$ cat src/rtl/cag_pkg.sv
// Purpose: shared constants and carriers of the cpu address generation block
// Assumes: 16-bit data space, byte addresses, word-aligned stack
// Notes:   register offsets are byte addresses on a 32-bit apb bus
package cag_pkg;

    // register byte offsets
    localparam logic [11:0] OFF_CIRC_CTRL   = 12'h000;
    localparam logic [11:0] OFF_STACK_LIMIT = 12'h004;
    localparam logic [11:0] OFF_X_START     = 12'h008;
    localparam logic [11:0] OFF_X_END       = 12'h00c;
    localparam logic [11:0] OFF_Y_START     = 12'h010;
    localparam logic [11:0] OFF_Y_END       = 12'h014;

    // circ_addr_control fields
    localparam int          CC_XSEL_LSB  = 0;
    localparam int          CC_YSEL_LSB  = 4;
    localparam int          CC_YEN_BIT   = 14;
    localparam int          CC_XEN_BIT   = 15;
    localparam logic [3:0]  SEL_DISABLED = 4'hf;
    localparam logic [15:0] CC_WMASK     = 16'hc0ff;

    // reset values
    localparam logic [15:0] RST_CIRC_CTRL = 16'h00ff;
    localparam logic [15:0] RST_REG16     = 16'h0000;

    // stack and address constants
    localparam logic [3:0]  STACK_PTR_NUM   = 4'hf;
    localparam logic [15:0] STACK_FLOOR     = 16'h0800;
    localparam logic [15:0] WORD_STEP       = 16'h0002;
    localparam logic [15:0] LSB_CLEAR       = 16'hfffe;
    localparam logic [3:0]  X_PREFETCH_BASE = 4'h8;
    localparam logic [3:0]  Y_PREFETCH_BASE = 4'ha;

    // instruction classes offered to the generator
    typedef enum logic [3:0] {
        OP_FILE_REG  = 4'h0,
        OP_INDIRECT  = 4'h1,
        OP_PUSH      = 4'h2,
        OP_POP       = 4'h3,
        OP_CALL_PUSH = 4'h4,
        OP_EXC_PUSH  = 4'h5,
        OP_DSP       = 4'h6,
        OP_LIT5      = 4'h7,
        OP_BRANCH    = 4'h8,
        OP_INTERRUPT_DISABLE_INSTRUCTION      = 4'h9
    } cag_op_t;

    // indirect modes of mcu and move instructions
    typedef enum logic [2:0] {
        MD_INDIRECT = 3'h0,
        MD_POST_MOD = 3'h1,
        MD_PRE_MOD  = 3'h2,
        MD_INDEXED  = 3'h3,
        MD_LIT_OFF  = 3'h4
    } cag_mode_t;

    // dsp prefetch modes
    typedef enum logic [1:0] {
        DM_INDIRECT = 2'h0,
        DM_POST_MOD = 2'h1,
        DM_INDEXED  = 2'h2
    } cag_dmode_t;

    // one request from the decode stage
    typedef struct packed {
        logic        valid;
        cag_op_t     op;
        cag_mode_t   mode;
        cag_dmode_t  dmode;
        logic [1:0]  dsp_ptr;     // 0..3: x_a, x_b, y_a, y_b
        logic [1:0]  dsp_step;    // post-modify magnitude in words: 1..3
        logic        dec;         // decrement direction
        logic [3:0]  ptr_num;     // pointer register number
        logic [15:0] ptr_val;     // pointer register contents
        logic [15:0] base_val;    // base or offset register contents
        logic [15:0] lit;         // literal field, low bits used per class
        logic [12:0] file_addr;
        logic        to_default_work_register;     // file register result to default work register
        logic [22:0] pc;
        logic [7:0]  status_low_byte;
    } cag_req_t;

    // one registered answer
    typedef struct packed {
        logic        valid;
        logic [15:0] ea;
        logic        wb_en;
        logic [15:0] wb_val;
        logic [15:0] data;        // push word, literal or branch target
        logic        y_space;
        logic        to_default_work_register;
        logic        stack_err;
        logic        illegal;
    } cag_ans_t;

endpackage : cag_pkg

$ cat src/rtl/cag_core.sv
// Purpose: effective address generation, stack checks and circular buffers
// Assumes: requests come from logic on pclk; apb slave answers with no wait state
// Notes:   all outputs are flops of the single state struct
`timescale 1ns/1ps
`default_nettype none

// Functional notes
// - stack pointer holds first free word; stack grows upward.
// - pop predecrements stack pointer; push postincrements it.
// - call push clears the top bit of the pushed program counter.
// - exception push places status low byte above program counter high bits.
// - stack limit has no meaningful reset value; bit zero always zero.
// - stack pointer addresses compared with limit; trap only beyond limit.
// - stack pointer address below 0x0800 raises a stack error.
// - file register address is 13 bits; result to register or work register.
// - first mcu operand is a direct register; second may be 5-bit literal.
// - pre-modified mode adjusts pointer first and uses the new value.
// - indexed adds base register; literal-offset mode adds a literal.
// - move source and destination share one 4-bit offset register field.
// - dsp prefetch uses four pointers; first two x space, last two y.
// - dsp indexed mode allowed only for second x and second y pointers.
// - dsp modes are indirect, indexed, and post-modify by 2, 4 or 6.
// - branch uses 16-bit signed literal; interrupt disable uses 14-bit field.
// - one circular buffer in x space and one in y space, any pointer; y buffer here only on prefetch pointers 10 and 11.
// - circular buffers check both lower and upper boundaries.
// - buffer length from start and end; y calculations keep lsb clear.
// - x circular active when select is not 15 and x enable set.
// - y circular active when select is not 15 and y enable set.
module cag_core (
    input  wire logic             pclk,
    input  wire logic             presetn,
    input  wire logic             psel,
    input  wire logic             penable,
    input  wire logic             pwrite,
    input  wire logic [11:0]      paddr,
    input  wire logic [31:0]      pwdata,
    output var  logic [31:0]      prdata,
    output var  logic             pready,
    output var  logic             pslverr,
    input  wire cag_pkg::cag_req_t req,
    output var  cag_pkg::cag_ans_t ans
);

    typedef struct packed {
        logic [15:0]       circ_addr_control;
        logic [15:0]       stack_limit;
        logic [15:0]       x_circ_start;
        logic [15:0]       x_circ_end;
        logic [15:0]       y_circ_start;
        logic [15:0]       y_circ_end;
        logic [31:0]       prdata;
        logic              pready;
        logic              pslverr;
        cag_pkg::cag_ans_t ans;
    } cag_state_t;

    cag_state_t state_reg;
    cag_state_t state_next;

    // true when a byte offset names a mapped register
    function automatic logic cag_mapped(input logic [11:0] a);
        cag_mapped = (a == cag_pkg::OFF_CIRC_CTRL) || (a == cag_pkg::OFF_STACK_LIMIT) ||
                     (a == cag_pkg::OFF_X_START)   || (a == cag_pkg::OFF_X_END) ||
                     (a == cag_pkg::OFF_Y_START)   || (a == cag_pkg::OFF_Y_END);
    endfunction : cag_mapped

    // circular correction: wraps an address that left [start, end]
    function automatic logic [15:0] cag_wrap(input logic [15:0] a,
                                             input logic [15:0] start,
                                             input logic [15:0] stop);
        logic [15:0] len;
        len = 16'(stop - start + 16'h0001);
        // both boundaries checked so power-of-two buffers run either way
        if (a > stop) begin
            cag_wrap = 16'(a - len);
        end else if (a < start) begin
            cag_wrap = 16'(a + len);
        end else begin
            cag_wrap = a;
        end
    endfunction : cag_wrap

    // register read mux, used by the bus read path
    function automatic logic [15:0] cag_read(input cag_state_t s, input logic [11:0] a);
        case (a)
            cag_pkg::OFF_CIRC_CTRL:   cag_read = s.circ_addr_control;
            cag_pkg::OFF_STACK_LIMIT: cag_read = s.stack_limit;
            cag_pkg::OFF_X_START:     cag_read = s.x_circ_start;
            cag_pkg::OFF_X_END:       cag_read = s.x_circ_end;
            cag_pkg::OFF_Y_START:     cag_read = s.y_circ_start;
            cag_pkg::OFF_Y_END:       cag_read = s.y_circ_end;
            default:                  cag_read = 16'h0000;
        endcase
    endfunction : cag_read

    // decoded control fields
    logic [3:0]  x_circ_pointer_select;
    logic [3:0]  y_circ_pointer_select;
    logic        x_circ_enable;
    logic        y_circ_enable;
    logic        x_circ_on;
    logic        y_circ_on;

    assign x_circ_pointer_select = state_reg.circ_addr_control[cag_pkg::CC_XSEL_LSB +: 4];
    assign x_circ_enable         = state_reg.circ_addr_control[cag_pkg::CC_XEN_BIT];
    assign x_circ_on             = x_circ_enable && (x_circ_pointer_select != cag_pkg::SEL_DISABLED);
    assign y_circ_pointer_select = state_reg.circ_addr_control[cag_pkg::CC_YSEL_LSB +: 4];
    assign y_circ_enable         = state_reg.circ_addr_control[cag_pkg::CC_YEN_BIT];
    assign y_circ_on             = y_circ_enable && (y_circ_pointer_select != cag_pkg::SEL_DISABLED);

    // address generation working values
    logic [15:0] step;
    logic [15:0] mod_val;
    logic [15:0] ea;
    logic [15:0] wb_val;
    logic        wb_en;
    logic        use_ptr;
    logic        y_sp;
    logic [3:0]  pnum;
    logic        illegal;

    // effective address formation, before circular correction
    always_comb begin
        step    = cag_pkg::WORD_STEP;
        mod_val = req.ptr_val;
        ea      = req.ptr_val;
        wb_val  = req.ptr_val;
        wb_en   = 1'b0;
        use_ptr = 1'b0;
        y_sp    = 1'b0;
        pnum    = req.ptr_num;
        illegal = 1'b0;
        case (req.op)
            // direct 13-bit field reaches the first 8192 bytes
            cag_pkg::OP_FILE_REG: begin
                ea = {3'b000, req.file_addr};
            end
            // indirect forms, offset register shared by move ends
            cag_pkg::OP_INDIRECT: begin
                use_ptr = 1'b1;
                step    = {11'h000, req.lit[4:0]};
                mod_val = req.dec ? 16'(req.ptr_val - step) : 16'(req.ptr_val + step);
                case (req.mode)
                    cag_pkg::MD_INDIRECT: ea = req.ptr_val;
                    cag_pkg::MD_POST_MOD: begin
                        ea     = req.ptr_val;
                        wb_en  = 1'b1;
                        wb_val = mod_val;
                    end
                    cag_pkg::MD_PRE_MOD: begin
                        ea     = mod_val;
                        wb_en  = 1'b1;
                        wb_val = mod_val;
                    end
                    cag_pkg::MD_INDEXED: ea = 16'(req.ptr_val + req.base_val);
                    cag_pkg::MD_LIT_OFF: ea = 16'(req.ptr_val + req.lit);
                    default:             illegal = 1'b1;
                endcase
            end
            // push writes the free word then advances
            cag_pkg::OP_PUSH, cag_pkg::OP_CALL_PUSH, cag_pkg::OP_EXC_PUSH: begin
                use_ptr = 1'b1;
                pnum    = cag_pkg::STACK_PTR_NUM;
                ea      = req.ptr_val;
                wb_en   = 1'b1;
                wb_val  = 16'(req.ptr_val + cag_pkg::WORD_STEP);
            end
            // pop steps back first, then reads
            cag_pkg::OP_POP: begin
                use_ptr = 1'b1;
                pnum    = cag_pkg::STACK_PTR_NUM;
                ea      = 16'(req.ptr_val - cag_pkg::WORD_STEP);
                wb_en   = 1'b1;
                wb_val  = ea;
            end
            // prefetch pointers fixed to x_a, x_b, y_a, y_b
            cag_pkg::OP_DSP: begin
                use_ptr = 1'b1;
                y_sp    = req.dsp_ptr[1];
                pnum    = y_sp ? 4'(cag_pkg::Y_PREFETCH_BASE + {3'b000, req.dsp_ptr[0]})
                               : 4'(cag_pkg::X_PREFETCH_BASE + {3'b000, req.dsp_ptr[0]});
                // post-modify by 2, 4 or 6 bytes
                step    = {13'h0000, req.dsp_step, 1'b0};
                mod_val = req.dec ? 16'(req.ptr_val - step) : 16'(req.ptr_val + step);
                case (req.dmode)
                    cag_pkg::DM_INDIRECT: ea = req.ptr_val;
                    cag_pkg::DM_POST_MOD: begin
                        ea      = req.ptr_val;
                        wb_en   = 1'b1;
                        wb_val  = mod_val;
                        illegal = (req.dsp_step == 2'b00);
                    end
                    // indexed only through the second pointer of a space
                    cag_pkg::DM_INDEXED: begin
                        ea      = 16'(req.ptr_val + req.base_val);
                        illegal = ~req.dsp_ptr[0];
                    end
                    default: illegal = 1'b1;
                endcase
            end
            cag_pkg::OP_LIT5, cag_pkg::OP_BRANCH, cag_pkg::OP_INTERRUPT_DISABLE_INSTRUCTION: begin
                ea = 16'h0000;
            end
            default: illegal = 1'b1;
        endcase
    end

    // circular correction and stack checks
    logic        x_hit;
    logic        y_hit;
    logic [15:0] ea_fix;
    logic [15:0] wb_fix;
    logic        on_stack;
    logic        stack_err;

    // one buffer per space, selected by pointer number
    assign x_hit = use_ptr && !y_sp && x_circ_on && (pnum == x_circ_pointer_select);
    assign y_hit = use_ptr && y_sp && y_circ_on && (pnum == y_circ_pointer_select);

    always_comb begin
        ea_fix = ea;
        wb_fix = wb_val;
        // wrap both effective address and written-back pointer
        if (x_hit) begin
            ea_fix = cag_wrap(ea, state_reg.x_circ_start, state_reg.x_circ_end);
            wb_fix = cag_wrap(wb_val, state_reg.x_circ_start, state_reg.x_circ_end);
        end else if (y_hit) begin
            // y side works on word data only
            ea_fix = cag_wrap(ea, state_reg.y_circ_start, state_reg.y_circ_end) & cag_pkg::LSB_CLEAR;
            wb_fix = cag_wrap(wb_val, state_reg.y_circ_start, state_reg.y_circ_end) & cag_pkg::LSB_CLEAR;
        end
    end

    // limit and floor checks on any stack-pointer address
    assign on_stack  = use_ptr && (pnum == cag_pkg::STACK_PTR_NUM);
    assign stack_err = on_stack && ((ea_fix > state_reg.stack_limit) || (ea_fix < cag_pkg::STACK_FLOOR));

    // next state: bus slave plus answer register
    always_comb begin
        logic        acc;
        logic [15:0] wd;
        acc        = psel && penable && state_reg.pready;
        wd         = pwdata[15:0];
        state_next = state_reg;

        // apb: ready rises in the access phase, one wait-free answer
        state_next.pready  = psel && !penable;
        state_next.pslverr = psel && !penable && !cag_mapped(paddr);
        if (psel && !penable) begin
            state_next.prdata = {16'h0000, cag_read(state_reg, paddr)};
        end else if (acc) begin
            state_next.prdata = 32'h0000_0000;
        end

        // register writes take effect only at the completing edge
        if (acc && pwrite) begin
            case (paddr)
                cag_pkg::OFF_CIRC_CTRL:   state_next.circ_addr_control = wd & cag_pkg::CC_WMASK;
                // bit zero held at zero for word alignment
                cag_pkg::OFF_STACK_LIMIT: state_next.stack_limit = wd & cag_pkg::LSB_CLEAR;
                cag_pkg::OFF_X_START:     state_next.x_circ_start = wd;
                cag_pkg::OFF_X_END:       state_next.x_circ_end = wd;
                cag_pkg::OFF_Y_START:     state_next.y_circ_start = wd;
                cag_pkg::OFF_Y_END:       state_next.y_circ_end = wd;
                default:                  state_next.stack_limit = state_reg.stack_limit;
            endcase
        end

        // answer, registered one cycle after the request
        state_next.ans.valid     = req.valid;
        state_next.ans.ea        = ea_fix;
        state_next.ans.wb_en     = req.valid && wb_en;
        state_next.ans.wb_val    = wb_fix;
        state_next.ans.y_space   = y_sp;
        state_next.ans.to_default_work_register   = req.to_default_work_register;
        state_next.ans.stack_err = req.valid && stack_err;
        state_next.ans.illegal   = req.valid && illegal;
        case (req.op)
            // call push keeps the upper program counter bit clear
            cag_pkg::OP_CALL_PUSH: state_next.ans.data = {8'h00, 1'b0, req.pc[22:16]};
            // exception push carries the status low byte on top
            cag_pkg::OP_EXC_PUSH:  state_next.ans.data = {req.status_low_byte, 1'b0, req.pc[22:16]};
            cag_pkg::OP_LIT5:      state_next.ans.data = {11'h000, req.lit[4:0]};
            // signed word offset added to the program counter
            cag_pkg::OP_BRANCH:    state_next.ans.data = 16'(req.pc[15:0] + {req.lit[14:0], 1'b0});
            cag_pkg::OP_INTERRUPT_DISABLE_INSTRUCTION:      state_next.ans.data = {2'b00, req.lit[13:0]};
            default:               state_next.ans.data = req.pc[15:0];
        endcase
    end

    // single state register; limit value after reset carries no meaning
    always_ff @(posedge pclk or negedge presetn) begin
        if (!presetn) begin
            state_reg                   <= '0;
            state_reg.circ_addr_control <= cag_pkg::RST_CIRC_CTRL;
            state_reg.stack_limit       <= cag_pkg::RST_REG16;
        end else begin
            state_reg <= state_next;
        end
    end

    // outputs straight from the state flops
    assign prdata  = state_reg.prdata;
    assign pready  = state_reg.pready;
    assign pslverr = state_reg.pslverr;
    assign ans     = state_reg.ans;

endmodule : cag_core

`default_nettype wire

$ cat config.mk
export PLATFORM = sky130hd
export DESIGN_NAME = cag_core
export DESIGN_NICKNAME = d
export VERILOG_FILES = /design/src/rtl/cag_pkg.sv /design/src/rtl/cag_core.sv
export SDC_FILE = /design/constraint.sdc
export NUM_CORES = 1
export LEC_CHECK = 0
export BUFFER_PORTS_ARGS = -buffer_cell sky130_fd_sc_hd__buf_2
export CAP_MARGIN = 10
export CORE_UTILIZATION = 40
export CTS_CLUSTER_DIAMETER = 120
export DETAILED_ROUTE_END_ITERATION = 12
export GPL_TIMING_DRIVEN = 0
export PLACE_DENSITY = 0.55
export SKIP_CTS_REPAIR_TIMING = 1
export SYNTH_ARGS = -nofsm -noshare
export SYNTH_HDL_FRONTEND = slang
export SYNTH_SLANG_ARGS = --single-unit
$ cat constraint.sdc
create_clock -name pclk -period 6.63 [get_ports pclk]
set_input_delay 0.663 -clock pclk [delete_from_list [all_inputs] [get_ports pclk]]
set_output_delay 0.663 -clock pclk [all_outputs]
set_load 0.03 [all_outputs]
# Yosys cells after proc, flatten, opt, wreduce, memory -nomap -nowiden
# Cells that the tools add are included.
[totals]
ram_bits = 0
memories = 0
latchBits = 0
romBits = 0
regBits = 177
inputBits = 161
[classes]
bitwise = 1
addsub = 23
div_mod_pow = 0
multipliers = 0
reduce_logical = 46
eq_ne = 25
shifts = 0
n_lt_le_gt_ge = 10
mux = 34
[op_table]
columns = ["op", "count"]
rows = [
  ["16-bit two-way mux", 17],
  ["16-bit case mux with 5 select lines", 2],
  ["16-bit adder", 7],
  ["16-bit case mux with 6 select lines", 1],
  ["16-bit subtractor", 6],
  ["16-bit greater-than comparator", 5],
  ["16-bit less-than comparator", 4],
  ["32-bit two-way mux", 2],
  ["16-bit case mux with 4 select lines", 1],
  ["16-bit case mux with 3 select lines", 1],
  ["16-bit by 1-bit adder with 16-bit output, second input constant", 2],
  ["12-bit by 4-bit equality test with 1-bit output, second input constant", 2],
  ["12-bit by 5-bit equality test with 1-bit output, second input constant", 2],
  ["1-bit logical AND", 18],
  ["16-bit by 2-bit adder with 16-bit output, second input constant", 1],
  ["16-bit by 3-bit adder with 16-bit output", 1],
  ["16-bit by 5-bit adder with 16-bit output", 1],
  ["4-bit by 3-bit equality test with 1-bit output, second input constant", 4],
  ["16-bit by 12-bit less-than comparator with 1-bit output, second input constant", 1],
  ["16-bit by 2-bit subtractor with 16-bit output, second input constant", 1],
  ["16-bit by 3-bit subtractor with 16-bit output", 1],
  ["16-bit by 5-bit subtractor with 16-bit output", 1],
  ["12-bit by 3-bit equality test with 1-bit output, second input constant", 1],
  ["4-bit equality test, second input constant", 3],
  ["29 further kinds", 54],
]

# Logic depth before layout (Yosys ltp)
[depth]
depth_word = 13
ltp_mapped = 44
ltp_nobuf = 42

# Worst setup path after synthesis
# Ideal clock, no wire load.
[synth_path]
kind = "input to register"
startpoint = "input req[46] in the netlist's numbering"
endpoint = "register state_reg, in the netlist ans[1]"
setup_slack_ps = -867
path_buffers = 2
t_arrival_ps = 7368
path_stages = 40
cell_sequence = "inv_1 -> ha_1 -> and2_1 -> ha_1 -> or2_2 -> ha_1 -> o21a_1 -> o21ai_0 -> a21oi_1 -> a2111oi_0 -> o31ai_1 -> xor2_1 -> and4_1 -> a211o_1 -> o21a_1 -> ha_1 -> nand3_1 -> nor3_1 -> [4 not listed] -> clkbuf_1 -> buf_2 -> a22oi_1 -> nor2_1 -> a221o_1 -> a222oi_1 -> ha_1 -> nor2b_1 -> o21ai_0 -> nand2b_1 -> a21oi_1 -> nor2b_1 -> o21ai_0 -> nand2b_1 -> a21oi_1 -> nand2_1 -> o211ai_1 -> o31ai_1"
[synth_lines]
columns = ["item", "line_no", "rtl"]
rows = [
  ["start: declaration", "cag_core.sv:40", "input wire cag_pkg::cag_req_t req,"],
  ["end signal: assignment", "cag_core.sv:298", "state_reg <= state_next;"],
  ["end: declaration", "cag_core.sv:57", "cag_state_t state_reg;"],
]

==> Implementation_results.wiki <==
{| class="wikitable"
! Metric !! Value
|-
| Reg-to-Reg Start || state_reg[138]
|-
| Buffers from clock root to sink, at most || 2
|-
| Pre-CTS setup slack || -3.35 ns
|-
| Count of warnings emitted by yosys || 0
|-
| PnR Total Power || 4500 uW
|-
| Worst min-delay path class || primary input to asynchronous set/reset pin
|-
| DRC violations left || 0
|-
| RSZ-0062 raised after global routing || true
|-
| Overflow left after global routing || 0
|-
| Antenna-violating nets left || 0
|-
| Leading cell types by total area after synthesis || sky130_fd_sc_hd__ha_1 20%, sky130_fd_sc_hd__dfrtp_1 16%, sky130_fd_sc_hd__a21oi_1 5.0%
|-
| Final period util || 115%
|-
| Gpl congestion || ~0.98
|-
| Final Cell Area || 0.0293 mm2
|-
| Area share of the largest cell type after synthesis || 20.1%
|-
| Run status || finished, violations left
|-
| Most frequent cells in the layout || 377 x sky130_fd_sc_hd__ha_1, 221 x sky130_fd_sc_hd__a21oi_1, 219 x sky130_fd_sc_hd__nand2_1
|-
| Highest cell delay on the worst timing path || 0.41 ns
|-
| Crit path max fanout || 6
|-
| Startpoint class of the critical path || primary input
|-
| Share of final-layout standard cells stronger than drive strength 1 || 21.2%
|-
| Slew at the pin closest to its max-slew limit || around 1.2 ns
|-
| Crit path time final || 7.60 ns
|-
| Data required time at the worst endpoint || 6.97 ns
|-
| # port buffers || 211
|-
| Portion of the post-synthesis area used by sequential elements || between 10% and 20%
|-
| Count of endpoints failing hold in the final timing report || 0
|-
| Cell area after synthesis || 0.0245 mm2
|-
| Clock Root Buffer || sky130_fd_sc_hd__clkbuf_16
|-
| Average wire per cell in the routed design || 25.5 um
|-
| CTS tree || built
|-
| Setup clock skew after layout || approximately 0.027 ns
|-
| Iteration-0 DRC Markers || 2458
|-
| Overall global routing resource usage || 33.3%
|-
| Pin count of the biggest net entering global routing || 98
|-
| Die boundary height || 249 um
|-
| Clock transition at the register clock pins on the worst setup and hold paths after CTS || around 0.08 ns
|-
| Relative area change from synthesis to final layout || 19.6%
|-
| Highest attainable clock frequency || roughly 130 MHz
|-
| Cell area reported after detailed placement || 0.0271 mm2
|-
| First drt pass iteration count || 6
|-
| Largest voltage drop on the vdd net || about 0.00011 V
|-
| Register-to-register setup slack || -0.28 ns
|-
| Predominant post-synthesis flop cell || sky130_fd_sc_hd__dfrtp_1
|-
| EDFF count, synth || 0
|-
| FF-to-FF End || ans[1]
|-
| Row count || 90
|-
| Maximum Capacitance Violations || 0
|-
| Placeable core region || about 0.060 mm2
|-
| Final Setup Violations || 1
|-
| Worst path slowest cell || sky130_fd_sc_hd__a2111oi_4
|-
| Buf/Inv on CP || 8
|-
| Most area-hungry cell type in the Yosys netlist || sky130_fd_sc_hd__ha_1
|-
| Path type of the worst setup path || primary input to flip-flop
|-
| Cts bufs inserted || 17
|-
| Number of antenna violations at the first check in global routing || 5
|-
| Global-route wire length before repair || 156000 um
|-
| HPWL after DPL || 86700 um
|-
| FILL cells || 5954
|-
| Effective utilization at floorplan || 40.5%
|-
| # IOs || 249
|-
| Overall die width || 249 um
|-
| Violations in the final reports || negative setup slack
|-
| Die Outline Area || ~0.062 mm2
|-
| Via total after detailed routing || approximately 26k
|-
| Leakage power total || ~0.014 uW
|-
| Htree depth || 4
|-
| Post-synth ARST share || between 90% and 100%
|-
| Total wire length || 107000 um
|-
| Mean instance size in the synthesized netlist || 7.96 um2
|-
| Category of cells accounting for the largest share of critical-path delay || compound AO/OA/AOI/OAI gates
|-
| Unique cell type count in the Yosys netlist || slightly above 100
|-
| Clock insertion delay at the later pin of the skew report || 0.49 ns
|-
| P per Cell Area || 154 mW/mm2
|-
| Flip-flop count of the largest register, all copies and words added || just under 90
|-
| Data arrival time of the critical path || a little under 8 ns
|-
| Critical path endpoint category || flip-flop
|-
| Depth of the worst register-to-register path || 28
|-
| Number of synthesized register bits || 161
|-
| Net total in the final layout || 3979
|-
| Final WS setup || -0.974 ns
|-
| Count of mapped cells out of synthesis || just over 3k
|-
| Relative max-transition margin || 17.2%
|-
| Count of final max-slew check failures || 0
|-
| Via count of the first global-routing pass || 24.3k
|-
| Clock sink total || 161
|-
| Avg Vias per Cell || between 6 and 7
|-
| Most common cell after layout, fill and taps aside || sky130_fd_sc_hd__ha_1
|}
==> worst max-delay path by stage <==
stage	start	to	slack, ns	cells past startpoint
after floorplan	req[46]	ans[1]	-0.22	40
after global placement	req[78]	ans[1]	-4.05	37
after detailed placement	req[78]	ans[1]	-3.35	35
after CTS	req[78]	ans[1]	-2.87	35
after global routing	req[46]	ans[1]	-1.12	44
final	req[46]	ans[1]	-0.97	44
==> stage by stage <==
stage | TNS, ns | std cells | hold slack, ns | util, %
detailed placement | -55.39 | 4098 | 0.475 | 44.8
finish | -0.974 | 4207 | 0.105 | 48.4
CTS | -39.50 | 4130 | 0.119 | 45.9
global placement | -67.96 | 4085 | 0.467 | 44.4
global route | -1.35 | 4207 | 0.137 | 48.4
floorplan | -0.220 | 3092 | 0.367 | -
==> synth_stat cells (37+ instances only) <==
cell / number
sky130_fd_sc_hd__clkbuf_1: 104
sky130_fd_sc_hd__xnor2_1: 67
sky130_fd_sc_hd__o21bai_1: 41
sky130_fd_sc_hd__o21ai_0: 190
sky130_fd_sc_hd__o21a_1: 49
sky130_fd_sc_hd__ha_1: 393
sky130_fd_sc_hd__nor2_1: 206
sky130_fd_sc_hd__mux2_2: 63
sky130_fd_sc_hd__buf_4: 88
sky130_fd_sc_hd__inv_1: 224
sky130_fd_sc_hd__nand2_1: 222
sky130_fd_sc_hd__a21o_1: 70
sky130_fd_sc_hd__a221oi_1: 48
sky130_fd_sc_hd__o221ai_1: 43
sky130_fd_sc_hd__dfrtp_1: 153
sky130_fd_sc_hd__a21oi_1: 245
sky130_fd_sc_hd__nand2b_1: 39
sky130_fd_sc_hd__xor2_1: 55
sky130_fd_sc_hd__nand3_1: 53
sky130_fd_sc_hd__nor3_1: 79
sky130_fd_sc_hd__mux2i_1: 37
==> power breakdown <==
part           internal [uW]  leakage [uW]  switching (uW)  total, uW
registers               1020       0.00197            10.5       1030
clock network            552      0.000305             539       1090
logic                    904        0.0113            1480       2380
==> cells by family (layout without fill, tap and decap cells) <==
logic type	after synthesis	after routing	share of synthesized area, %
compound gates	1041	1041	29.3
xor+xnor	122	122	4.36
fa+ha+maj	408	408	21.3
buf+inv	444	775	8.31
flops	161	161	16.5
mux	100	100	4.41
other cells	1	18	0.0153
simple gates	800	800	15.8
==> final cells by class <==
type,instances,area (um2),area share [%]
multi-input combinational,2487,19500,66.7
timing repair buffer,303,1980,6.76
tap,782,978,3.34
clock inverter,15,209,0.714
sequential,161,4040,13.8
buffer,215,1240,4.24
clock buffer,17,425,1.45
inverter,225,882,3.01
antenna,2,5.00,0.0171
==> routing by layer <==
metal | share of wire, % | global-route usage, % | vias up
met5 | 0.0093 | 0 | -
met4 | 4.4 | 13.6 | 2
met1 | 43 | 44.3 | 12600
met3 | 7.9 | 6.62 | 209
met2 | 45 | 52.7 | 1122
li1 | - | - | 12000
Note: power is estimated with default switching activity, not from simulation.
